[src/agk_consts.vh]
// Function
// Config bits 7:6 select controller clock: 6, 8, 12 or 16 MHz.
// Config bit 2 lets the fast port drive gate and reset outputs.
// Config bit 1 gives the address gate to command snooping logic.
// Config bit 0 gives keyboard reset to command snooping logic.
// Data byte after write-output-port command sets gate from bit 1.
// Data byte after write-output-port command sets reset from bit 0.
// Pulse-reset command: wait 14 us, then reset low at least 6 us.
// Each output driven by software or snooping logic, never both.
// With fast port enabled its requests merge with controller sources.
// Fast port resets to 0x24; bits 5,2 read 1; 7,6,4,3 read 0.
// Fast port bit 1 drives the address gate high or low.
// Fast port bit 0 rising: after 14 us, reset low for 6 us.
// Host clears reset request bit before another; only 0-to-1 triggers.
// Delay and pulse counted in cycles scaled by selected clock rate.
// Reset low if either source asks; gate is OR of both sources.
`ifndef AGK_CONSTS_VH
`define AGK_CONSTS_VH
`define AGK_CFG_OFFSET   8'hf0
`define AGK_CFG_CLK_HI   7
`define AGK_CFG_CLK_LO   6
`define AGK_CFG_FAST_EN  2
`define AGK_CFG_HW_GATE  1
`define AGK_CFG_HW_RST   0
`define AGK_CFG_RESET    8'h00
`define AGK_FAST_RESET   8'h24
`define AGK_FAST_ONES    8'h24
`define AGK_FAST_GATE    1
`define AGK_FAST_RST     0
`define AGK_CMD_WR_OUT   8'hd1
`define AGK_CMD_PULSE    8'hfe
`define AGK_DELAY_NS     14000
`define AGK_PULSE_NS     6000
`define AGK_MHZ_6        6
`define AGK_MHZ_8        8
`define AGK_MHZ_12       12
`define AGK_MHZ_16       16
`endif

[src/agk_pulse.v]
`timescale 1ns/1ps
`include "agk_consts.vh"
// delay-then-low-pulse sequencer, counts in controller clock cycles
module agk_pulse #(
	parameter CW = 10
) (
	// clock and reset
	input  wire          clk_i,
	input  wire          nrst_i,
	// control
	input  wire          start_i,
	input  wire [CW-1:0] delay_cyc_i,
	input  wire [CW-1:0] pulse_cyc_i,
	// result
	output reg           low_o
);
	localparam S_IDLE  = 2'd0;
	localparam S_WAIT  = 2'd1;
	localparam S_PULSE = 2'd2;

	reg [1:0]    st_q;
	reg [CW-1:0] cnt_q;

	always @(posedge clk_i or negedge nrst_i) begin
		if (!nrst_i) begin
			st_q  <= S_IDLE;
			cnt_q <= {CW{1'b0}};
			low_o <= 1'b0;
		end else begin
			case (st_q)
			S_IDLE: begin
				low_o <= 1'b0;
				if (start_i) begin
					st_q  <= S_WAIT;
					cnt_q <= delay_cyc_i;
				end
			end
			S_WAIT: begin
				if (cnt_q <= {{(CW-1){1'b0}}, 1'b1}) begin
					st_q  <= S_PULSE;
					cnt_q <= pulse_cyc_i;
					low_o <= 1'b1;
				end else begin
					cnt_q <= cnt_q - {{(CW-1){1'b0}}, 1'b1};
				end
			end
			S_PULSE: begin
				// count down to zero so the low level lasts the full pulse count
				if (cnt_q == {CW{1'b0}}) begin
					st_q  <= S_IDLE;
					low_o <= 1'b0;
				end else begin
					cnt_q <= cnt_q - {{(CW-1){1'b0}}, 1'b1};
				end
			end
			default: begin
				st_q  <= S_IDLE;
				low_o <= 1'b0;
			end
			endcase
		end
	end
endmodule // agk_pulse

[src/agk_gate_reset.v]
`timescale 1ns/1ps
`include "agk_consts.vh"
module agk_gate_reset #(
	parameter CW = 10
) (
	// clock and reset
	input  wire       clk_i,
	input  wire       nrst_i,
	// configuration register port
	input  wire       cfg_wr_i,
	input  wire [7:0] cfg_addr_i,
	input  wire [7:0] cfg_wdata_i,
	output wire [7:0] cfg_rdata_o,
	// fast control port
	input  wire       fast_wr_i,
	input  wire [7:0] fast_wdata_i,
	output wire [7:0] fast_rdata_o,
	// keyboard controller input stream
	input  wire       kbc_cmd_wr_i,
	input  wire       kbc_data_wr_i,
	input  wire [7:0] kbc_byte_i,
	// software driven levels from the controller firmware
	input  wire       sw_addr_gate_i,
	input  wire       sw_kbd_reset_n_i,
	// outputs
	output reg        addr_line20_gate_o,
	output reg        keyboard_reset_out_n_o,
	output wire [1:0] ctrl_clock_sel_o
);
	reg  [7:0]    cfg_q;
	reg           soft_addr_gate_value_q;
	reg           fast_reset_request_q;
	reg           wr_out_pend_q;
	reg           hw_gate_q;
	reg           hw_rst_n_q;
	reg  [CW-1:0] delay_cyc;
	reg  [CW-1:0] pulse_cyc;

	// full-width cycle counts per rate, cut to the counter width on purpose
	// 6 MHz rate
	wire [31:0]   dly6_w = `AGK_DELAY_NS * `AGK_MHZ_6 / 1000;
	wire [31:0]   pls6_w = `AGK_PULSE_NS * `AGK_MHZ_6 / 1000;

	// 8 MHz rate
	wire [31:0]   dly8_w = `AGK_DELAY_NS * `AGK_MHZ_8 / 1000;
	wire [31:0]   pls8_w = `AGK_PULSE_NS * `AGK_MHZ_8 / 1000;

	// 12 MHz rate
	wire [31:0]   dly12_w = `AGK_DELAY_NS * `AGK_MHZ_12 / 1000;
	wire [31:0]   pls12_w = `AGK_PULSE_NS * `AGK_MHZ_12 / 1000;

	// 16 MHz rate, the largest counts: CW must hold 224
	wire [31:0]   dly16_w = `AGK_DELAY_NS * `AGK_MHZ_16 / 1000;
	wire [31:0]   pls16_w = `AGK_PULSE_NS * `AGK_MHZ_16 / 1000;

	// config decode
	wire          fast_port_enable    = cfg_q[`AGK_CFG_FAST_EN];
	wire          hw_addr_gate_select = cfg_q[`AGK_CFG_HW_GATE];
	wire          hw_kbd_reset_select = cfg_q[`AGK_CFG_HW_RST];
	wire          cfg_hit = cfg_wr_i && (cfg_addr_i == `AGK_CFG_OFFSET);
	wire          pulse_cmd = kbc_cmd_wr_i && (kbc_byte_i == `AGK_CMD_PULSE);
	wire          fast_rise;
	wire          hw_pulse_low;
	wire          fast_pulse_low;
	reg           ctl_gate;
	reg           ctl_rst_n;

	assign ctrl_clock_sel_o = cfg_q[`AGK_CFG_CLK_HI:`AGK_CFG_CLK_LO];
	assign cfg_rdata_o      = cfg_q;
	// reserved bits are forced, only the two live bits are stored
	assign fast_rdata_o = `AGK_FAST_ONES | {6'h00, soft_addr_gate_value_q,
		fast_reset_request_q};
	// only a fresh 0-to-1 write of the request bit starts a pulse
	assign fast_rise = fast_wr_i && fast_port_enable && fast_wdata_i[`AGK_FAST_RST]
		&& !fast_reset_request_q;

	// cycle counts per selected rate: integer division truncates, exact at all four rates
	always @* begin
		case (ctrl_clock_sel_o)
		2'b00: begin
			delay_cyc = dly6_w[CW-1:0];
			pulse_cyc = pls6_w[CW-1:0];
		end

		2'b01: begin
			delay_cyc = dly8_w[CW-1:0];
			pulse_cyc = pls8_w[CW-1:0];
		end

		2'b10: begin
			delay_cyc = dly12_w[CW-1:0];
			pulse_cyc = pls12_w[CW-1:0];
		end

		// select 2'b11 lands here: the 16 MHz counts, the largest of the four rates
		default: begin
			delay_cyc = dly16_w[CW-1:0];
			pulse_cyc = pls16_w[CW-1:0];
		end
		endcase
	end

	always @(posedge clk_i or negedge nrst_i) begin
		if (!nrst_i) begin
			cfg_q                  <= `AGK_CFG_RESET;
			soft_addr_gate_value_q <= 1'b0;
			fast_reset_request_q   <= 1'b0;
			wr_out_pend_q          <= 1'b0;
			hw_gate_q              <= 1'b0;
			hw_rst_n_q             <= 1'b1;
		end else begin
			if (cfg_hit) begin
				// reserved bits 5:3 kept zero
				cfg_q <= cfg_wdata_i & 8'hc7;
			end
			if (fast_wr_i) begin
				soft_addr_gate_value_q <= fast_wdata_i[`AGK_FAST_GATE];
				fast_reset_request_q   <= fast_wdata_i[`AGK_FAST_RST];
			end
			// a fresh command other than write-output-port cancels a pending write-output-port
			if (kbc_cmd_wr_i) begin
				wr_out_pend_q <= (kbc_byte_i == `AGK_CMD_WR_OUT);
			end else if (kbc_data_wr_i && wr_out_pend_q) begin
				wr_out_pend_q <= 1'b0;
				hw_gate_q     <= kbc_byte_i[1];
				hw_rst_n_q    <= kbc_byte_i[0];
			end
		end
	end


	// controller pulse-reset command sequencer
	// a command arriving while busy is dropped inside the sequencer
	agk_pulse #(.CW(CW)) u_hw_pulse (
		.clk_i       (clk_i),
		.nrst_i      (nrst_i),
		.start_i     (pulse_cmd && hw_kbd_reset_select),
		.delay_cyc_i (delay_cyc),
		.pulse_cyc_i (pulse_cyc),
		.low_o       (hw_pulse_low)
	);


	// fast port reset request sequencer
	// shares the rate counts: delay is taken at start, pulse length when the wait ends, so a rate change during the wait hits this pulse
	agk_pulse #(.CW(CW)) u_fast_pulse (
		.clk_i       (clk_i),
		.nrst_i      (nrst_i),
		.start_i     (fast_rise),
		.delay_cyc_i (delay_cyc),
		.pulse_cyc_i (pulse_cyc),
		.low_o       (fast_pulse_low)
	);


	// controller side: firmware or snooping logic, never both
	// the pulse can only pull low, the stored level stays underneath it
	always @* begin
		ctl_gate  = hw_addr_gate_select ? hw_gate_q : sw_addr_gate_i;
		ctl_rst_n = hw_kbd_reset_select ? (hw_rst_n_q && !hw_pulse_low)
			: sw_kbd_reset_n_i;
	end


	// registered outputs keep combinational glitches off the pins
	always @(posedge clk_i or negedge nrst_i) begin
		if (!nrst_i) begin
			addr_line20_gate_o     <= 1'b0;
			keyboard_reset_out_n_o <= 1'b1;
		end else if (fast_port_enable) begin
			addr_line20_gate_o     <= ctl_gate | soft_addr_gate_value_q;
			keyboard_reset_out_n_o <= ctl_rst_n & !fast_pulse_low;
		end else begin
			addr_line20_gate_o     <= ctl_gate;
			keyboard_reset_out_n_o <= ctl_rst_n;
		end
	end
endmodule // agk_gate_reset

[config.mk]
export PLATFORM = sky130hd
export DESIGN_NAME = agk_gate_reset
export DESIGN_NICKNAME = d
export VERILOG_FILES = /design/src/agk_pulse.v /design/src/agk_gate_reset.v
export VERILOG_INCLUDE_DIRS = /design/src
export SDC_FILE = /design/constraint.sdc
export NUM_CORES = 1
export LEC_CHECK = 0
export BUFFER_PORTS_ARGS = -buffer_cell sky130_fd_sc_hd__buf_2
export CAP_MARGIN = 30
export CORE_MARGIN = 4
export CORE_UTILIZATION = 54
export CTS_CLUSTER_DIAMETER = 80
export DETAILED_ROUTE_END_ITERATION = 6
export HOLD_SLACK_MARGIN = 0.1
export PLACE_DENSITY = 0.76
export SYNTH_ARGS = -nofsm -noshare
export SYNTH_HDL_FRONTEND = slang
export SYNTH_SLANG_ARGS = --single-unit
[constraint.sdc]
create_clock -name clk_i -period 2.4 [get_ports clk_i]
set_clock_uncertainty 0.05 [all_clocks]
set_input_delay 0.24 -clock clk_i [delete_from_list [all_inputs] [get_ports clk_i]]
set_output_delay 0.24 -clock clk_i [all_outputs]
set_load 0.02 [all_outputs]
==> implementation parameters <==
Parameter                              Value

Routing
  Routed WL per cell ... 15.8 µm
  DRT antenna net count ... 0
  Number of detailed-route iterations in the first pass ... 4
  Via count normalized by instance count ... 6.03
  Number of design-rule violations left by the first detailed-router iteration ... 188
  Total wirelength of the detailed-routed design ... 5980 µm
  Total DRC errors in the routed layout ... 0
  Number of vias after detailed routing ... 2287

Global route
  Number of global-route vias before repair ... 2322
  Global-route congestion overflow total ... 0
  GRT Overall Usage ... 21.7%
  First-pass GRT wire length ... 10400 µm
  Pin count of the biggest net entering global routing ... 39
  Number of antenna violations at the first check in global routing ... 0

Power
  PwrDens ... 1150 mW/mm²
  Leakage power ... 1.30 nW
  Total power of the final layout ... 3.32 mW
  Share of total power in sequential cells ... 29.2%
  Internal Power ... 1.86 mW
  Combinational share of power ... 54.6%
  Fraction of power spent switching nets ... 43.9%
  Part of the power in the clock network ... 16.2%
  IR drop worst, VDD ... 0.559 mV
  Reported net switching power ... 1.46 mW

Clocking
  Clock buffers created by TritonCTS ... 5
  Number of setup buffers added after CTS ... 0
  TritonCTS clock tree ... yes
  Number of buffers on the longest clock path ... 2
  Clock Pin Slew Worst Setup and Hold Paths ... 0.08 ns
  Sinks on Clock Net ... 38
  Cell at the root of the clock tree ... clkbuf_8
  Clock insertion delay at the later pin of the skew report ... 0.30 ns
  Number of H-tree levels ... 2

Hold path
  End point of the most critical hold path ... cfg_rdata_o[7]
  Number of stages on the worst hold path ... 3
  Class of the most critical hold timing path ... input port to register
  Critical hold path startpoint ... cfg_wdata_i[7]

Floorplanning
  Initial standard-cell utilization of the core ... 56.6%
  Height of the die ... 76.3 µm
  Row cnt ... 24
  Die width ... 76.3 µm
  Area of the placeable core ... 0.00444 mm²
  Die area ... 0.00582 mm²
  # IOs ... 60

STA
  Setup WS post-layout ... 0.178 ns
  Final period util ... 92.6%
  Final setup viols ... 0
  Final Hold Viols ... 0
  Summed negative setup slack over all endpoints ... 0 ns
  Worst Hold Slack ... 0.105 ns
  Worst-Margin Slew ... 0.857 ns
  Slew headroom ... 42.9%
  Setup repair after global routing missed its margin ... no
  Final critical path time including I/O delays and setup ... 2.22 ns
  Fmax ... 450 MHz
  Count of pins over their slew limit ... 0

Synthesis
  Fraction of synthesis flops using an asynchronous set or reset pin ... 100%
  Synthesis warning total ... 0
  Cell count after synthesis ... 281
  Netlist area before placement ... 0.00252 mm²
  Unique masters post-synth ... 59
  Dominant register cell in the synthesized netlist ... dfrtp_1
  Sequential-to-total area share from yosys stat ... 37.9%
  Synthesized area divided by synthesized cell count ... 8.96 µm²
  Number of synthesized flops with an enable pin ... 0
  Number of storage elements in the synthesis netlist ... 38

Layout
  Area Growth Syn to Fin ... 14.8%
  N_diodes ... 0
  Number of filler instances in the final layout ... 384
  Area of all placed cells without fillers ... 0.00289 mm²
  End-of-flow core utilization ... 65.0%
  Number of non-filler instances in the completed layout ... 379
  Fraction of final layout cells with drive strength greater than 1 ... 26.0%
  Number of nets in the layout ... 377

Critical path
  Register-to-register setup slack ... 0.18 ns
  Startpoint kind of the worst setup timing path ... register
  Crit path capture type ... register
  Reg-to-reg critical path endpoint ... u_fast_pulse.cnt_q[6]
  Critical path class ... register to register
  Path depth of the worst reg2reg path ... 7
  CP max FO ... 5
  Launch point of the worst reg-to-reg path ... u_fast_pulse.cnt_q[0]
  Critical path data arrival time ... 2.37 ns
  Worst EP required ... 2.55 ns

Placed design
  Placed Instance Area ... 0.00277 mm²
  Placed cell count ... 370
  GP Congestion ... 0.880
  Half-perimeter wire length of the detailed placement result ... 4490 µm
  Port-buffer cells ... 41
  Worst setup timing slack at the placement stage ... 0.0833 ns

Run status
  Outcome ... completed

Job
  Total of max-cap violations ... 0
-- Yosys cell counts (2+ instances only) --
cell type,number,area share (%)
nor2_1,25,3.7
dfrtp_1,36,36
buf_2,5,0.99
nor2b_1,2,0.50
o22ai_1,2,0.50
a311oi_1,3,1.0
o21ai_1,3,0.60
a21oi_1,12,2.4
or3_1,3,0.75
clkbuf_1,7,1.0
nand4_1,3,0.75
o32ai_1,3,1.0
nand2_1,15,2.2
nand3b_1,2,0.60
xor2_1,2,0.70
ha_1,11,5.5
or4b_2,2,0.80
nor4_1,4,0.99
nor3_1,13,2.6
a31oi_1,7,1.7
o31ai_1,4,1.2
a221o_1,2,0.80
conb_1,2,0.30
mux2_2,8,3.6
nand2b_1,4,0.99
o22a_1,2,0.70
o31a_1,2,0.70
dfstp_2,2,2.1
nand3_1,5,0.99
or4_1,5,1.5
buf_4,13,3.9
a22o_1,7,2.4
o21ai_0,22,4.4
or2_2,3,0.75
inv_1,16,2.4
-- state kept, by name, indices dropped and copies added, names as in the netlist --
name	flops
u_hw_pulse.cnt_q	10
keyboard_reset_out_n_o	1
addr_line20_gate_o	1
u_fast_pulse.cnt_q	10
u_fast_pulse.low_o	1
u_hw_pulse.low_o	1
hw_gate_q	1
soft_addr_gate_value_q	1
wr_out_pend_q	1
hw_rst_n_q	1
u_fast_pulse.st_q	2
fast_reset_request_q	1
u_hw_pulse.st_q	2
cfg_rdata_o	5
-- power groups by stage --
stage / Combinational, mW / Sequential, mW / Clock (mW)
detailed placement: 1.78 / 0.977 / 0
global route: 2.02 / 0.997 / 0.581
global placement: 1.73 / 0.970 / 0
floorplan: 1.33 / 0.947 / 0
CTS: 1.79 / 0.965 / 0.548
finish: 1.81 / 0.970 / 0.539
-- what timing repair did --
item / in CTS / in global routing
resized for setup: 0 / 1
hold buffers: 1 / 0
hold endpoints to repair: 36 / 0
setup endpoints to repair: 0 / 3
-- layout make-up --
| type | count | area [µm²] | share of cell area, % |
|---|---|---|---|
| multi-input combinational | 209 | 1380 | 47.8 |
| inverter | 16 | 60.1 | 2.08 |
| clock buffer | 5 | 68.8 | 2.38 |
| tap | 52 | 65.1 | 2.25 |
| sequential | 38 | 953 | 33.0 |
| clock inverter | 3 | 40.0 | 1.39 |
| timing repair buffer | 56 | 320 | 11.1 |
-- layer usage --
| layer | global-route usage (%) | wire length [µm] |
|---|---|---|
| met2 | 35.9 | 2660 |
| met5 | 0 | 0 |
| met4 | 5.62 | 61 |
| met3 | 5.91 | 515 |
| met1 | 27.9 | 2740 |
-- worst max-delay path by stage --
stage,end,from
floorplan,u_hw_pulse.cnt_q[6],u_hw_pulse.cnt_q[0]
global route,u_hw_pulse.cnt_q[9],u_hw_pulse.cnt_q[5]
CTS,u_hw_pulse.cnt_q[0],u_hw_pulse.cnt_q[6]
finish,u_fast_pulse.cnt_q[6],u_fast_pulse.cnt_q[0]
detailed placement,u_hw_pulse.cnt_q[0],u_hw_pulse.cnt_q[6]
global placement,u_hw_pulse.cnt_q[8],u_hw_pulse.cnt_q[6]
-- layout by cell type (no fill, tap or decap), drive strengths merged, types with 3 or more instances in the layout --
cell and instances:
a21oi 12, a22o 7, a311oi 3, a31oi 7
buf 55, clkbuf 5, conb 9, dfrtp 36
ha 11, inv 16, mux2 8, nand2 15
nand2b 4, nand3 5, nand4 3, nor2 25
nor3 14, nor4 4, o21ai 25, o31ai 5
o32ai 3, or2 3, or3 3, or4 5
-- cells by family after synthesis --
family,synth area share [%]
adders and majority gates,5.47
buffers and inverters,8.30
other,0.298
AOI/OAI and AO/OA,23.3
muxes,3.98
DFF,37.9
and+or+nand+nor,20.1
xor gates and xnor gates,0.696
-- critical path: stages, from the launching register on --
cell      delay [ns]
dfrtp_1         0.40
inv_1           0.08
ha_1            0.25
or2_2           0.31
and4_1          0.24
o21ai_0         0.42
nand2_1         0.11
a311oi_1        0.29
Note: power is estimated with default switching activity, not from simulation.
